$ cat src/rtl/fod_params.svh
// constants for the op and control field decoder
`ifndef FOD_PARAMS_SVH
`define FOD_PARAMS_SVH
`define FOD_MCLK_DIV 2
`define FOD_SCLK_DIV 8
`define FOD_SER_EXT_MAX_KHZ 4000
`define FOD_CLK_KHZ 100000
`define FOD_SER_EXT_MIN_CYC ((`FOD_CLK_KHZ + 2*`FOD_SER_EXT_MAX_KHZ - 1) \
  / (2*`FOD_SER_EXT_MAX_KHZ))
`define FOD_OP_MSB 31
`define FOD_OP_LSB 27
`define FOD_IRQ_MSB 19
`define FOD_IRQ_LSB 17
`define FOD_FIS_MSB 21
`define FOD_FIS_LSB 19
`define FOD_FC_BIT 15
`define FOD_RPS_MSB 23
`define FOD_RPS_LSB 15
`define FOD_B0_MSB 21
`define FOD_B0_LSB 19
`define FOD_B1_MSB 18
`define FOD_B1_LSB 16
`define FOD_P_MSB 26
`define FOD_P_LSB 25
`define FOD_CNT_MSB 26
`define FOD_CNT_LSB 15
`define FOD_SLAVE_ADDR_TOP 13'h1fff
`define FOD_MASTER_INSN_TOP 13'h0fff
`define FOD_REG_CTRL 4'h0
`define FOD_REG_STATUS 4'h4
`define FOD_REG_INSN 4'h8
`define FOD_REG_HOST 4'hc
`define FOD_STATUS_BITS 20
`endif

$ cat src/rtl/fod_pkg.sv
// types for the op and control field decoder
package fod_pkg;
  typedef enum logic [4:0] {
    FOD_NOP, FOD_INC, FOD_DEC, FOD_ABS, FOD_NOT, FOD_NEG, FOD_SHLC,
    FOD_SHRC, FOD_ROL, FOD_ROR, FOD_SHLM, FOD_SHRM, FOD_SHRAM, FOD_CLR,
    FOD_NORM, FOD_CVT, FOD_ADD, FOD_SUB, FOD_ADDC, FOD_SUBC, FOD_CMP,
    FOD_AND, FOD_OR, FOD_XOR, FOD_ADDF, FOD_SUBF
  } fod_op_t;
  // flag action: keep, force 0, force 1, from result
  typedef enum logic [1:0] {
    FOD_KEEP, FOD_ZERO, FOD_ONE, FOD_RES
  } fod_fact_t;
  typedef enum logic [1:0] {
    FOD_P_BUS, FOD_P_RAM0, FOD_P_RAM1, FOD_P_MUL
  } fod_psrc_t;
endpackage : fod_pkg

$ cat src/rtl/fod_decoder.sv
// op and control field decoder with status and host word logic
//
// What this block does
// RL1: internal phase enable active every second master clock.
// RL2: optional serial clock enable every eighth master clock.
// RL3: a masked interrupt request is latched in the memo flag.
// RL4: maskable and nonmaskable interrupts; 20-bit status register.
// RL5: serial in uses internal or external clock; ext out bit is stored only.
// RL6: serial in word length 8, 16, 24 or 32; out length field is stored only.
// RL7: master mode: 8K space, low 4K code or data, high data only.
// RL8: slave mode: no external fetch, full 8K for data.
// RL9: slave mode host word built from successive bytes.
// RL10: host exchange over 16-bit bus, 16- or 32-bit words.
// RL11: slave mode two testable inputs, two driven outputs.
// RL12: every instruction is one 32-bit word of three formats.
// RL13: operation taken from bits 31 to 27, 26 codes.
// RL14: function codes mapped in order from 00000 to 11001.
// RL15: 12-bit control field holding grouped sub-fields.
// RL16: two-bit field selects the second operand source.
// RL17: each flag kept, forced 0, forced 1 or from result.
// RL18: select, clear or swap the two flag words.
// RL19: interrupt sub-field in bits 19 to 17 decoded per code.
// RL20: after reset interrupts disabled and memo flag clear.
// RL21: immediate sub-field gives low nine data ROM bits.
// RL22: per-pointer sub-field sets modulo counter length.
// RL23: operand loads from main bus, either RAM, or multiplier.
// RL24: prohibited interrupt code acts as no operation.
//
// Local design decisions: the Avalon-MM interface to the registers and the address map.
`timescale 1ns/1ps
`include "fod_params.svh"
module fod_decoder (
  input wire logic clk_sys, // system clock
  input wire logic nrst, // sync reset, active low
  input wire logic [3:0] avs_address, // byte address
  input wire logic avs_read, // read strobe
  input wire logic avs_write, // write strobe
  input wire logic [31:0] avs_writedata, // write data
  output logic [31:0] avs_readdata, // read data
  output logic avs_waitrequest, // wait request
  input wire logic insn_valid, // instruction issue pulse
  input wire logic [31:0] insn_word, // instruction word
  input wire logic [4:0] alu_result_flags, // result flags e,c,z,s,m
  input wire logic irq_mask_in, // maskable request pin
  input wire logic irq_nmi_in, // nonmaskable request pin
  input wire logic [1:0] gp_in, // general inputs
  output logic [1:0] gp_out, // general outputs
  input wire logic ser_ext_clk_in, // external serial clock pin
  output logic phase_en, // internal phase enable
  output logic ser_clk_en, // serial shift enable
  output logic irq_take, // maskable interrupt taken
  output logic nmi_take, // nonmaskable interrupt taken
  output fod_pkg::fod_op_t op_code, // decoded operation
  output logic op_legal, // operation code valid
  output fod_pkg::fod_psrc_t p_source, // second operand source
  output logic [11:0] control_subfields, // control field
  output logic [8:0] rom_addr_immediate, // low rom address
  output logic [2:0] ptr0_modulo_length, // pointer 0 length
  output logic [2:0] ptr1_modulo_length, // pointer 1 length
  output logic [4:0] processor_flag_word, // active flag word
  input wire logic [12:0] ext_addr, // external access address
  input wire logic ext_fetch, // external fetch request
  output logic ext_ok // external access allowed
);
  import fod_pkg::*;

  // ----------------------------------------
  // registers
  // ----------------------------------------
  logic [31:0] ctrl; // 0 slave,1 ser ext in,2 ext out,3 div8,4 host32
  // [6:5] serial in length, [8:7] out length, [10:9] byte count
  logic irq_enable;
  logic memo_flag;
  logic flag_sel;
  logic [4:0] flag_word0;
  logic [4:0] flag_word1;
  logic [31:0] host_word_register;
  logic [1:0] host_byte_idx;
  logic host_hi_pending;
  logic [1:0] gp_in_s1, gp_in_s2;
  logic irq_s1, irq_s2, irq_s3;
  logic nmi_s1, nmi_s2, nmi_s3;
  logic se_s1, se_s2, se_s3;
  logic [2:0] div_cnt;
  logic [4:0] ser_len_cnt;

  wire logic slave_mode = ctrl[0];
  wire logic bus_req = avs_read | avs_write;

  // ----------------------------------------
  // clock enables
  // ----------------------------------------
  // phase and serial dividers
  always_ff @(posedge clk_sys) begin
    if (!nrst) begin
      div_cnt <= 3'h0;
    end else begin
      div_cnt <= div_cnt + 3'h1;
    end
  end
  assign phase_en = div_cnt[0]; // see RL1
  // external serial clock edge, internal divide-by-eight, else phase enable
  always_ff @(posedge clk_sys) begin
    if (!nrst) begin
      se_s1 <= 1'b0;
      se_s2 <= 1'b0;
      se_s3 <= 1'b0;
    end else begin
      se_s1 <= ser_ext_clk_in;
      se_s2 <= se_s1;
      se_s3 <= se_s2;
    end
  end
  always_comb begin
    if (ctrl[1]) begin
      ser_clk_en = se_s2 & ~se_s3; // see RL5
    end else if (ctrl[3]) begin
      ser_clk_en = (div_cnt == 3'h7); // see RL2
    end else begin
      ser_clk_en = phase_en;
    end
  end
  // bits shifted in current serial word, wraps at length
  always_ff @(posedge clk_sys) begin
    if (!nrst) begin
      ser_len_cnt <= 5'h00;
    end else if (ser_clk_en) begin
      if (ser_len_cnt >= {ctrl[6:5], 3'h7}) begin
        ser_len_cnt <= 5'h00; // see RL6
      end else begin
        ser_len_cnt <= ser_len_cnt + 5'h01;
      end
    end
  end

  // ----------------------------------------
  // instruction decode
  // ----------------------------------------
  wire logic [4:0] op_bits = insn_word[`FOD_OP_MSB:`FOD_OP_LSB];
  wire logic [2:0] irq_code = insn_word[`FOD_IRQ_MSB:`FOD_IRQ_LSB];
  wire logic [2:0] fis_code = insn_word[`FOD_FIS_MSB:`FOD_FIS_LSB];
  // whole word decoded in one step
  always_comb begin
    op_legal = (op_bits <= 5'h19); // see RL12
    op_code = op_legal ? fod_op_t'(op_bits) : FOD_NOP; // see RL13
    p_source = fod_psrc_t'(insn_word[`FOD_P_MSB:`FOD_P_LSB]); // see RL16
    control_subfields = insn_word[`FOD_CNT_MSB:`FOD_CNT_LSB]; // see RL15
    rom_addr_immediate = insn_word[`FOD_RPS_MSB:`FOD_RPS_LSB]; // see RL21
    ptr0_modulo_length = insn_word[`FOD_B0_MSB:`FOD_B0_LSB]; // see RL22
    ptr1_modulo_length = insn_word[`FOD_B1_MSB:`FOD_B1_LSB]; // see RL22
  end
  // see RL23: p_source codes bus, ram0, ram1, multiplier

  // flag action per operation, order e,c,z,s,m
  function automatic fod_fact_t fod_act(input fod_op_t op, input int i);
    fod_fact_t a [5];
    a = '{FOD_KEEP, FOD_RES, FOD_RES, FOD_RES, FOD_RES};
    case (op)
      FOD_NOP: a = '{FOD_KEEP, FOD_KEEP, FOD_KEEP, FOD_KEEP, FOD_KEEP};
      FOD_NOT: a = '{FOD_KEEP, FOD_RES, FOD_RES, FOD_ZERO, FOD_RES};
      FOD_SHRC: a = '{FOD_KEEP, FOD_RES, FOD_RES, FOD_RES, FOD_ZERO};
      FOD_ROL, FOD_ROR:
        a = '{FOD_KEEP, FOD_ZERO, FOD_KEEP, FOD_RES, FOD_ZERO};
      FOD_CLR: a = '{FOD_ZERO, FOD_ZERO, FOD_ONE, FOD_ZERO, FOD_ZERO};
      FOD_NORM: a = '{FOD_RES, FOD_ZERO, FOD_RES, FOD_RES, FOD_ZERO};
      FOD_NEG, FOD_CVT, FOD_SHLM, FOD_SHRM, FOD_SHRAM, FOD_CMP, FOD_AND,
      FOD_OR:
        a = '{FOD_KEEP, FOD_ZERO, FOD_RES, FOD_RES, FOD_ZERO};
      FOD_SUBC, FOD_XOR, FOD_ADDF, FOD_SUBF:
        a = '{FOD_RES, FOD_RES, FOD_RES, FOD_RES, FOD_RES};
      default: a = '{FOD_KEEP, FOD_RES, FOD_RES, FOD_RES, FOD_RES};
    endcase
    return a[i];
  endfunction : fod_act

  logic [4:0] next_flags;
  // new flag word from per-bit actions
  always_comb begin
    for (int i = 0; i < 5; i++) begin
      case (fod_act(op_code, i))
        FOD_ZERO: next_flags[4-i] = 1'b0; // see RL17
        FOD_ONE: next_flags[4-i] = 1'b1;
        FOD_RES: next_flags[4-i] = alu_result_flags[4-i];
        default: next_flags[4-i] = processor_flag_word[4-i];
      endcase
    end
  end
  assign processor_flag_word = flag_sel ? flag_word1 : flag_word0;

  // ----------------------------------------
  // flag words
  // ----------------------------------------
  wire logic sel_after = fis_code == 3'h1 ? 1'b0 :
    fis_code == 3'h2 ? 1'b1 : flag_sel ^ insn_word[`FOD_FC_BIT];
  // flag word select, clear, swap and update
  always_ff @(posedge clk_sys) begin
    if (!nrst) begin
      flag_sel <= 1'b0;
      flag_word0 <= 5'h00;
      flag_word1 <= 5'h00;
    end else if (insn_valid) begin
      flag_sel <= sel_after; // see RL18
      if (fis_code == 3'h4 || fis_code == 3'h6) begin
        flag_word0 <= 5'h04; // zero set, rest clear
      end else if (!flag_sel) begin
        flag_word0 <= next_flags;
      end
      if (fis_code == 3'h5 || fis_code == 3'h6) begin
        flag_word1 <= 5'h04;
      end else if (flag_sel) begin
        flag_word1 <= next_flags;
      end
    end
  end

  // ----------------------------------------
  // interrupts
  // ----------------------------------------
  // request synchronisers and edge detect
  always_ff @(posedge clk_sys) begin
    if (!nrst) begin
      irq_s1 <= 1'b0;
      irq_s2 <= 1'b0;
      irq_s3 <= 1'b0;
      nmi_s1 <= 1'b0;
      nmi_s2 <= 1'b0;
      nmi_s3 <= 1'b0;
    end else begin
      irq_s1 <= irq_mask_in;
      irq_s2 <= irq_s1;
      irq_s3 <= irq_s2;
      nmi_s1 <= irq_nmi_in;
      nmi_s2 <= nmi_s1;
      nmi_s3 <= nmi_s2;
    end
  end
  wire logic irq_evt = irq_s2 & ~irq_s3;
  assign nmi_take = nmi_s2 & ~nmi_s3; // see RL4
  assign irq_take = irq_enable & (irq_evt | memo_flag);
  wire logic cmd_ok = insn_valid && irq_code != 3'h7; // see RL24
  // enable and memo flag; a new request beats a clear
  always_ff @(posedge clk_sys) begin
    if (!nrst) begin
      irq_enable <= 1'b0; // see RL20
      memo_flag <= 1'b0;
    end else begin
      if (cmd_ok && irq_code == 3'h3) begin
        irq_enable <= 1'b0; // see RL19
      end else if (cmd_ok && irq_code[2]) begin
        irq_enable <= 1'b1;
      end
      if (irq_evt && !irq_enable) begin
        memo_flag <= 1'b1; // see RL3
      end else if (irq_take) begin
        memo_flag <= 1'b0;
      end else if (cmd_ok && (irq_code == 3'h1 || irq_code == 3'h5)) begin
        memo_flag <= 1'b0;
      end else if (cmd_ok && (irq_code == 3'h2 || irq_code == 3'h6)) begin
        memo_flag <= 1'b1;
      end
    end
  end

  // ----------------------------------------
  // slave pins and memory map
  // ----------------------------------------
  // general inputs synchronised for testing
  always_ff @(posedge clk_sys) begin
    if (!nrst) begin
      gp_in_s1 <= 2'h0;
      gp_in_s2 <= 2'h0;
    end else begin
      gp_in_s1 <= gp_in;
      gp_in_s2 <= gp_in_s1;
    end
  end
  // output pins held until changed, slave only
  always_ff @(posedge clk_sys) begin
    if (!nrst) begin
      gp_out <= 2'h0;
    end else if (insn_valid && slave_mode && op_legal) begin
      gp_out <= {insn_word[21], insn_word[20]}; // see RL11
    end
  end
  // external access legality
  always_comb begin
    if (slave_mode) begin
      ext_ok = !ext_fetch && ext_addr <= `FOD_SLAVE_ADDR_TOP; // see RL8
    end else begin
      ext_ok = !ext_fetch || ext_addr <= `FOD_MASTER_INSN_TOP; // see RL7
    end
  end

  // ----------------------------------------
  // bus slave and host word
  // ----------------------------------------
  assign avs_waitrequest = 1'b0; // zero-wait answer
  // control register writes
  always_ff @(posedge clk_sys) begin
    if (!nrst) begin
      ctrl <= 32'h0000_0000;
    end else if (avs_write && avs_address == `FOD_REG_CTRL) begin
      ctrl <= {21'h0, avs_writedata[10:0]};
    end
  end
  // host word: bytes when write data bit 16 is set, else 16-bit halves from host port
  always_ff @(posedge clk_sys) begin
    if (!nrst) begin
      host_word_register <= 32'h0000_0000;
      host_byte_idx <= 2'h0;
      host_hi_pending <= 1'b0;
    end else if (avs_write && avs_address == `FOD_REG_HOST) begin
      if (avs_writedata[16]) begin
        host_word_register[8*host_byte_idx +: 8] <= avs_writedata[7:0];
        host_byte_idx <= (host_byte_idx == ctrl[10:9]) ? 2'h0 :
          host_byte_idx + 2'h1; // see RL9
      end else if (ctrl[4] && host_hi_pending) begin
        host_word_register[31:16] <= avs_writedata[15:0]; // see RL10
        host_hi_pending <= 1'b0;
      end else begin
        host_word_register[15:0] <= avs_writedata[15:0];
        host_hi_pending <= ctrl[4];
      end
    end
  end
  // read mux
  always_comb begin
    case (avs_address)
      `FOD_REG_CTRL: avs_readdata = ctrl;
      `FOD_REG_STATUS: avs_readdata = {12'h0, memo_flag, irq_enable,
        flag_sel, gp_in_s2, gp_out, host_hi_pending, host_byte_idx,
        ser_len_cnt, processor_flag_word}; // see RL4
      `FOD_REG_INSN: avs_readdata = {22'h0, op_legal, op_code,
        fis_code, 1'b0};
      `FOD_REG_HOST: avs_readdata = host_word_register;
      default: avs_readdata = 32'h0000_0000;
    endcase
  end
endmodule : fod_decoder

$ cat config.mk
export PLATFORM = sky130hd
export DESIGN_NAME = fod_decoder
export DESIGN_NICKNAME = d
export VERILOG_FILES = /design/src/rtl/fod_pkg.sv /design/src/rtl/fod_decoder.sv
export VERILOG_INCLUDE_DIRS = /design/src /design/src/rtl
export SDC_FILE = /design/constraint.sdc
export NUM_CORES = 1
export LEC_CHECK = 0
export BUFFER_PORTS_ARGS = -buffer_cell sky130_fd_sc_hd__buf_2
export CORE_ASPECT_RATIO = 1.25
export CORE_MARGIN = 3
export CORE_UTILIZATION = 49
export DETAILED_ROUTE_END_ITERATION = 10
export PLACE_DENSITY = 0.8
export SLEW_MARGIN = 20
export SYNTH_ARGS = -nofsm -noshare
export SYNTH_HDL_FRONTEND = slang
export SYNTH_SLANG_ARGS = --single-unit
export TNS_END_PERCENT = 5
$ cat constraint.sdc
create_clock -name clk_sys -period 2.59 [get_ports clk_sys]
set_input_delay 0.518 -clock clk_sys [delete_from_list [all_inputs] [get_ports clk_sys]]
set_output_delay 0.518 -clock clk_sys [all_outputs]
set_load 0.02 [all_outputs]
Yosys cells after proc, flatten, opt, wreduce, memory -nomap -nowiden:

Memories as Yosys holds them, arrays and structs flattened.
Index checks and enable logic that the tools add are counted.
W data, S select, Z words.

* flip-flop bits (word level): 82
* memory bits (read-only): 1600
* input bits: 97
* output and inout port bits: 80
* word-level logic and storage cells: 141
* memories kept: 5

* $add $sub $neg: 4
* order comparisons: 4
* equal/unequal tests: 33
* shift-type cells: 2
* muxes and demuxes: 28
* bitwise gates (word level): 11
* reductions and logical operators: 30

Memory list
* (no name shown): words 32, width 10, read ports 1, clocked after Yosys merged registers in 0, write ports 0, RTL line fod_decoder.sv:158 `case (op)`
* (no name shown): words 32, width 10, read ports 1, clocked after Yosys merged registers in 0, write ports 0, RTL line fod_decoder.sv:158
* (no name shown): words 32, width 10, read ports 1, clocked after Yosys merged registers in 0, write ports 0, RTL line fod_decoder.sv:158
* (no name shown): words 32, width 10, read ports 1, clocked after Yosys merged registers in 0, write ports 0, RTL line fod_decoder.sv:158
* (no name shown): words 32, width 10, read ports 1, clocked after Yosys merged registers in 0, write ports 0, RTL line fod_decoder.sv:158

Operator list (count)
* $pmux W32 S4: 1
* $mux W5: 7
* $neg A5 Y34: 1
* $shift A8 B34 Y32 const A: 1
* $shiftx A8 B34 Y32: 1
* $bwmux W32: 1
* $mux W16: 2
* $mux W32: 1
* $eq A2 B2 Y1 const B: 10
* $eq A3 B3 Y1 const B: 6
* $pmux W1 S3: 5
* $le A13 B12 Y1 const B: 1
* $le A13 B13 Y1 const B: 1
* $logic_and A1 B1 Y1: 12
* $reduce_and A2 Y1: 6
* $eq A2 B1 Y1 const B: 5
* $mux W1: 10
* $eq A3 B2 Y1 const B: 3
* $eq A4 B4 Y1 const B: 2
* $eq A3 B1 Y1 const B: 2
* $add A5 B1 Y5 const B: 1
* $ge A5 B5 Y1: 1
* $le A5 B5 Y1 const B: 1
* $logic_or A1 B1 Y1: 5
* other kinds (17): 26

Logic depth before layout (Yosys ltp):

Gate-level depths: netlist (run 1).

* word-level depth: 7
* gate-level depth with buffers: 11
* mapped depth without buffers: 10

Worst setup path after synthesis (run 1):

Ideal clock, no wire load.

* path type: input to register
* from: input insn_word[29]
* to: register flag_word1[0]
* setup time: 0.070 ns
* arrival time: 2.281 ns
* required time: 2.520 ns
* setup slack: 0.239 ns
* cell stages on the path: 10
* buffers on the path: 0
* cell sequence: o21a_1 > nand2_1 > nand2_1 > inv_1 > ha_1 > nand4bb_1 > o21ai_0 > nor4b_1 > o22ai_1 > o2bb2ai_1

* longest elaborated chain between the ends: 7
* elaborated cells on any way between the ends: 9
* those cells by class: order compare: 1; eq/ne: 3; mux: 4; memory: 1

Ends and longest elaborated chain
* start: declaration: RTL line fod_decoder.sv:42 `input wire logic [31:0] insn_word,`
* $le A5 B5 Y1 (*): RTL line fod_decoder.sv:144 `op_legal = (op_bits <= 5'h19);`
* named net op_legal: RTL line fod_decoder.sv:54 `output logic op_legal,`
* $mux W5 (*): RTL line fod_decoder.sv:145 `op_code = op_legal ? fod_op_t'(op_bits) : FOD_NOP;`
* named net op_code[0]: RTL line fod_decoder.sv:53 `output fod_pkg::fod_op_t op_code,`
* $mem_v2 Z32 W10 (*)
* $eq A2 B2 Y1 or $eq A2 B1 Y1 (tied branches): RTL line fod_decoder.sv:180 `case (fod_act(op_code, i))`
* $pmux W1 S3 (*): RTL line fod_decoder.sv:180
* $mux W5 (*): RTL line fod_decoder.sv:210 `end else if (flag_sel) begin`
* $mux W5 (*): RTL line fod_decoder.sv:208 `if (fis_code == 3'h5 || fis_code == 3'h6) begin`
* end signal: assignment: RTL line fod_decoder.sv:211 `flag_word1 <= next_flags;`
* end: declaration: RTL line fod_decoder.sv:76 `logic [4:0] flag_word1;`

Mark *: on every way through the listed nets, which the timed path passes. The rest lies on a longest branch. The select of a mux whose other input is x is not followed.
A chain may end at the register's enable or synchronous reset.

Worst setup path in the final report (run 1):

* from: register flag_sel
* to: output avs_readdata[4]

* longest elaborated chain between the ends: 2

Ends and longest elaborated chain
* start: declaration: RTL line fod_decoder.sv:74 `logic flag_sel;`
* start signal: assignment: RTL line fod_decoder.sv:202 `flag_sel <= sel_after;`
* $mux W5: RTL line fod_decoder.sv:188 `assign processor_flag_word = flag_sel ? flag_word1 : flag_word0;`
* $pmux W32 S4: RTL line fod_decoder.sv:328 `case (avs_address)`
* end: declaration: RTL line fod_decoder.sv:39 `output logic [31:0] avs_readdata,`

Every way passes these cells.

==> run_results.csv, run 1 <==
group,metric,value,unit
synthesis,synth_flop_cell,"dfxtp_1",
setup_path,path_max_fanout,5,
route,drc,0,
die,die_area,0.0104,mm²
placed_design,place_inst,739,
global_routing,grt_pass1_wl,19300,µm
setup_path,slowest_stage,"dfxtp_1",
synthesis,synth_area_per_cell,8.18,µm²
layout,fillers,838,
layout,final_nets,741,
die,io_pins,177,
sta,grt_setup_unrepaired,"false",
setup_path,cp.arrival,1.91,ns
layout,syn2layout_area_growth,15.6,%
global_routing,grt_pass1_vias,3976,
setup_path,cp_top_family,"compound AO/OA/AOI/OAI gates",
power,power_density,537,mW/mm²
route,ant_nets,0,
synthesis,ys_seq_area_frac,0.364,
die,die_y,113,µm
flow_run,maxCapViolCount,0,
synthesis,netlist_instances,552,
sta,min_period_over_period,0.939,
power,ir_drop,0.411,mV
die,start_util,0.511,
sta,fmax,411,MHz
route,wl_per_cell,16.0,µm
synthesis,synth_edf_count,0,
die,coreArea,0.00884,mm²
synthesis,async_flop_share,0,
sta,finalHoldViolations,0,
route,drt_iter0_markers,365,
synthesis,netlist_area,0.00452,mm²
layout,n_antenna_cell,0,
layout,layout_common_cells,"buf_2 (114), dfxtp_1 (82), nand2_1 (70)",
layout,final_common_cell,"buf_2",
clocking,cts.sinks,82,
setup_path,cp-end-kind,"primary output",
global_routing,grt_use_total,0.230,
die,die_w,91.9,µm
clocking,cts_resized,0,
route,vias_per_cell,5.66,
setup_path,crit_chain,"mux2_2 -> a22o_1 -> a221o_1 -> buf_2",
placed_design,numPortBuffers,114,
placed_design,dpl.hpwl,8990,µm
setup_path,critPathLaunchType,"flop",
clocking,postCtsSetupBuffers,0,
route,vias,4266,
synthesis,synth_warnings,0,
clocking,clock_latency,0.36,ns
die,std_cell_rows,38,
global_routing,grt_start_max_net_pins,32,
synthesis,ys_ff_latch,82,
setup_path,cp_data_required_time,2.07,ns
synthesis,synth_nets,663,
clocking,numCtsBuffers,9,
clocking,cts_tree,"built",
clocking,cts_max_path_buffers,2,
global_routing,gr-total-overflow,0,
clocking,cts.clk_slew.worst_paths,0.09,ns
placed_design,gp_congestion,0.918,
worst_hold_path,min_path_type,"in -> reg",
sta,setup_viol,0,
global_routing,antenna_found_initial,0,
setup_path,crit_buf_inv,1,
route,drt_pass1_iterations,5,
power,p_leak,2.20,nW
status,status,"complete, no violations",
route,wirelength,12100,µm
clocking,root_buffer,"clkbuf_8",
sta,tns,0,ns
sta,period_minus_slack,2.43,ns
sta,finClkSkew,0.00847,ns
layout,final_cells,754,
sta,slew_viol_final,0,
sta,slew-limit-headroom,0.625,
sta,tightest_slew,0.562,ns
layout,layout-drive-gt1-share,0.249,
clocking,h-tree-depth,3,
synthesis,synth_cell_types,65,
clocking,ctsHoldBuffers,0,
setup_path,cp_slowest_stage_delay,0.46,ns
setup_path,critical_path_class,"reg -> out",
[cell families after synthesis]
family / share of synthesized area
mux: 0.0230
flops: 0.364
simple gates: 0.230
xor+xnor: 0.0155
buf+inv: 0.0992
compound gates: 0.229
fa+ha+maj: 0.0388
other cells: 0.000830
[final cells by class]
class / instances / area (µm²) / share of cell area
inverters: 18 / 67.6 / 0.0129
multi-input cells: 391 / 2430 / 0.466
flip-flops and latches: 82 / 1640 / 0.315
clock inverters: 6 / 115 / 0.0221
repair buffers: 128 / 688 / 0.132
clock buffers: 9 / 124 / 0.0237
well taps: 120 / 150 / 0.0288
[synthesized netlist by cell type (all sizes together) (3+ instances only)]
| library cell | number | area (µm²) |
|---|---|---|
| dfxtp | 82 | 1640 |
| nand2 | 71 | 274 |
| a21oi | 63 | 342 |
| buf | 44 | 317 |
| nor2 | 38 | 145 |
| and2 | 32 | 200 |
| nand3 | 24 | 133 |
| a211oi | 18 | 145 |
| inv | 18 | 67.6 |
| o21ai | 18 | 90.1 |
| clkbuf | 17 | 63.8 |
| ha | 14 | 175 |
| nor2b | 14 | 87.6 |
| a22o | 13 | 114 |
| a221o | 7 | 70.1 |
| mux2i | 7 | 70.1 |
| xor2 | 6 | 52.6 |
| a22oi | 5 | 37.5 |
| o22ai | 5 | 37.5 |
| o2bb2ai | 4 | 35.0 |
| a21boi | 3 | 22.5 |
| mux2 | 3 | 33.8 |
| nand2b | 3 | 18.8 |
| nor3 | 3 | 15.0 |
| o31ai | 3 | 22.5 |
[final timing paths]
path              cells past startpoint             start  slack, ns                      to
hold reg to reg                       1            nmi_s1       0.44                  nmi_s2
setup / recovery                      4          flag_sel       0.16         avs_readdata[4]
hold / removal                        2       irq_mask_in       0.35                  irq_s1
setup reg to reg                      6  host_byte_idx[0]       0.56  host_word_register[12]
[routing by layer]
layer  up-vias  wire length (µm)  share of wire  track usage
met5         -                 0              0            0
met4         0               194          0.016       0.0793
met3        18               950          0.079       0.0472
met2       193              5940           0.49        0.396
met1      1997              5000           0.41        0.284
li1       2058                 -              -            -
[per-stage QoR]
stage                     utilization  worst slack [ns]  cell area [µm²]  power [mW]  hold slack [ns]
after CTS                       0.590             0.150             5220        2.81            0.343
after detailed placement        0.563             0.125             4980        1.71            0.421
after floorplan                     -             0.239             4520        1.61            0.412
after global placement          0.563             0.207             4980        1.70            0.414
after global routing            0.590            0.0779             5220        2.91            0.340
final                           0.590             0.159             5220        2.80            0.355
[state kept, by name, summed over array words and instances (netlist names), 2 cells and up]
name	flops
host_byte_idx	2
ser_len_cnt	5
gp_in_s1	2
div_cnt	3
flag_word1	5
gp_out	2
ctrl	11
flag_word0	5
gp_in_s2	2
host_word_register	32
[power by group]
group          switching, mW  internal, mW  total, mW  leakage (nW)
combinational          0.239         0.138      0.377          1.42
clock                  0.475         0.640       1.11         0.116
sequential            0.0206          1.29       1.31         0.666
total                  0.735          2.07       2.80          2.20
Note: power is estimated with default switching activity, not from simulation.
==> run 2, diff against run 1 <==
--- a/config.mk
+++ b/config.mk
@@ -6,12 +6,13 @@
 export SDC_FILE = /design/constraint.sdc
 export NUM_CORES = 1
 export LEC_CHECK = 0
+export ABC_AREA = 1
 export BUFFER_PORTS_ARGS = -buffer_cell sky130_fd_sc_hd__buf_2
 export CORE_ASPECT_RATIO = 1.25
 export CORE_MARGIN = 3
-export CORE_UTILIZATION = 49
+export CORE_UTILIZATION = 50
 export DETAILED_ROUTE_END_ITERATION = 10
-export PLACE_DENSITY = 0.8
+export PLACE_DENSITY = 0.81
 export SLEW_MARGIN = 20
 export SYNTH_ARGS = -nofsm -noshare
 export SYNTH_HDL_FRONTEND = slang
==> run_results.csv, run 2 <==
group,metric,value,unit
status,status,"complete, no violations",
die,die_y,113,µm
sta,finalHoldViolations,0,
setup_path,path_max_fanout,5,
layout,largest-register,"host_word_register",
global_routing,grt_pass1_wl,20100,µm
sta,fmax,425,MHz
synthesis,async_flop_share,0,
power,p_leak,2.55,nW
placed_design,gp_congestion,0.933,
synthesis,synth_flop_cell,"dfxtp_1",
synthesis,synth_area_per_cell,6.79,µm²
layout,largest_register_ffs,32,
route,drt_iter0_markers,353,
setup_path,cp_slowest_stage_delay,0.34,ns
route,ant_nets,0,
setup_path,cp_data_required_time,2.07,ns
clocking,root_buffer,"clkbuf_8",
setup_path,path_common_cell,"inv_1",
power,ir_drop,0.263,mV
sta,period_minus_slack,2.35,ns
die,coreArea,0.00884,mm²
synthesis,synth_area_leaders,"dfxtp_1 (36%), nand2_1 (11%), inv_1 (9.1%), a21oi_1 (7.7%), o21ai_0 (7.2%)",
sta,tightest_slew,0.657,ns
route,vias,4660,
placed_design,numPortBuffers,114,
synthesis,synth_top_cell_by_area,"dfxtp_1",
setup_path,cp-end-kind,"primary output",
clocking,numCtsBuffers,9,
sta,whs,0.336,ns
placed_design,dpl.hpwl,9350,µm
setup_path,slowest_stage,"dfxtp_1",
synthesis,post-synth-top-area-fraction,0.356,
setup_path,crit_chain,"inv_1 -> or2_2 -> o21ai_0 -> inv_1 -> a22oi_1 -> o221ai_1 -> buf_2",
route,vias_per_cell,5.26,
synthesis,netlist_area,0.00461,mm²
layout,final_nets,872,
sta,slew-limit-headroom,0.557,
layout,layout-drive-gt1-share,0.196,
route,drt_pass1_iterations,7,
clocking,cts.sinks,82,
route,wl_per_cell,13.9,µm
sta,finClkSkew,0.0103,ns
sta,slew_viol_final,0,
die,die_area,0.0104,mm²
die,die_w,91.9,µm
sta,tns,0,ns
synthesis,netlist_instances,679,
setup_path,critical_path_class,"reg -> out",
global_routing,antenna_found_initial,0,
route,dr.max_layer_used,"met4",
clocking,postCtsSetupBuffers,0,
route,met2WireLength,5870,µm
setup_path,cp.arrival,1.83,ns
clocking,ctsHoldBuffers,0,
synthesis,synth.most_common_cell,"nand2_1",
clocking,cts_tree,"built",
synthesis,synth_edf_count,0,
setup_path,cp_top_family,"compound AO/OA/AOI/OAI gates",
layout,syn2layout_area_growth,14.4,%
setup_path,critPathLaunchType,"flop",
sta,min_period_over_period,0.908,
synthesis,ys_ff_latch,82,
synthesis,synthTopCellsByCount,"nand2_1 (133), inv_1 (112), dfxtp_1 (82), a21oi_1 (71), o21ai_0 (66)",
global_routing,gr-total-overflow,0,
global_routing,grt_start_max_net_pins,61,
die,start_util,0.521,
layout,top_regs,"host_word_register: 32 flops, ctrl: 11 flops",
route,drc,0,
clocking,cts.clk_slew.worst_paths,0.08,ns
setup_path,startpoint,"flag_sel",
flow_run,maxCapViolCount,0,
route,m1WireLength,5060,µm
setup_path,crit_buf_inv,3,
worst_hold_path,min_path_type,"in -> reg",
global_routing,grt_pass1_vias,4368,
clocking,h-tree-depth,3,
clocking,cts_max_path_buffers,2,
layout,layout_common_cells,"nand2_1 (133), buf_2 (114), inv_1 (112)",
die,std_cell_rows,38,
clocking,cts_resized,0,
synthesis,synth_warnings,0,
power,power_density,504,mW/mm²
global_routing,grt_use_total,0.236,
synthesis,synth_cell_types,40,
clocking,clock_latency,0.36,ns
route,route.met3.wl,936,µm
layout,final_common_cell,"nand2_1",
die,io_pins,177,
layout,n_antenna_cell,0,
setup_path,r2r_start,"host_byte_idx[1]",
route,wirelength,12300,µm
worst_hold_path,holdCritStartpoint,"ser_ext_clk_in",
sta,setup_viol,0,
synthesis,synth_nets,790,
sta,grt_setup_unrepaired,"false",
synthesis,ys_seq_area_frac,0.356,
run 2: changes by cell type after synthesis, moves of 15 or more:
cell      change
inv_1        +95
nand2_1      +63
and2_1       -32
o21ai_0      +50
a211oi_1     -15
o22ai_1      +21
nand3_1      +16
run 2: worst reg2reg max path, stage by stage, from the launching register on:
cell,delay (ns)
dfxtp_1,0.41
inv_1,0.14
ha_1,0.33
inv_1,0.42
nand3_1,0.22
o22ai_1,0.18
o21ai_0,0.11
a21oi_1,0.13
run 2: metrics by stage:
stage,instances,utilization,power (mW),area (µm²),setup WS [ns]
after global routing,886,0.596,2.78,5270,0.0912
final,886,0.596,2.66,5270,0.238
after CTS,886,0.596,2.67,5270,0.218
after global placement,870,0.573,1.73,5070,0.303
after detailed placement,870,0.573,1.74,5070,0.282
after floorplan,679,-,1.63,4610,0.347
run 2: final timing paths:
path                            endpoint  slack, ns  depth (start not counted)
setup reg to reg  host_word_register[14]       0.57                          7
setup / recovery         avs_readdata[2]       0.24                          7
hold reg to reg              gp_in_s2[1]       0.42                          2
hold / removal                     se_s1       0.34                          3
run 2: cells by family (layout without fill, tap and decap cells):
family	Yosys count	after routing	synth area share
adder cells (fa/ha/maj)	14	14	0.0380
AO/OA/AOI/OAI	190	190	0.231
AND/OR/NAND/NOR	221	221	0.201
multiplexers	1	1	0.00217
flip-flops	82	82	0.356
buffers and inverters	168	255	0.167
XOR/XNOR	2	2	0.00380
other	1	1	0.000814
run 2: final cells by class:
class | count | area [µm²]
multi-input combinational | 429 | 2200
clock inverter | 5 | 52.6
timing repair buffer | 125 | 653
fill | 842 | 3570
sequential | 82 | 1640
inverter | 114 | 428
tap | 120 | 150
clock buffer | 11 | 151
run 2: where the power goes:
group,switching (mW),total (mW),leakage [nW],internal [mW]
logic,0.269,0.401,1.78,0.133
clock network,0.450,0.942,0.105,0.493
registers,0.0175,1.31,0.666,1.29
run 2: per-layer routing:
layer  track usage  up-vias
li1              -     2346
met5             0        -
met1         0.285     2068
met3        0.0432       36
met4         0.120        0
met2         0.402      210
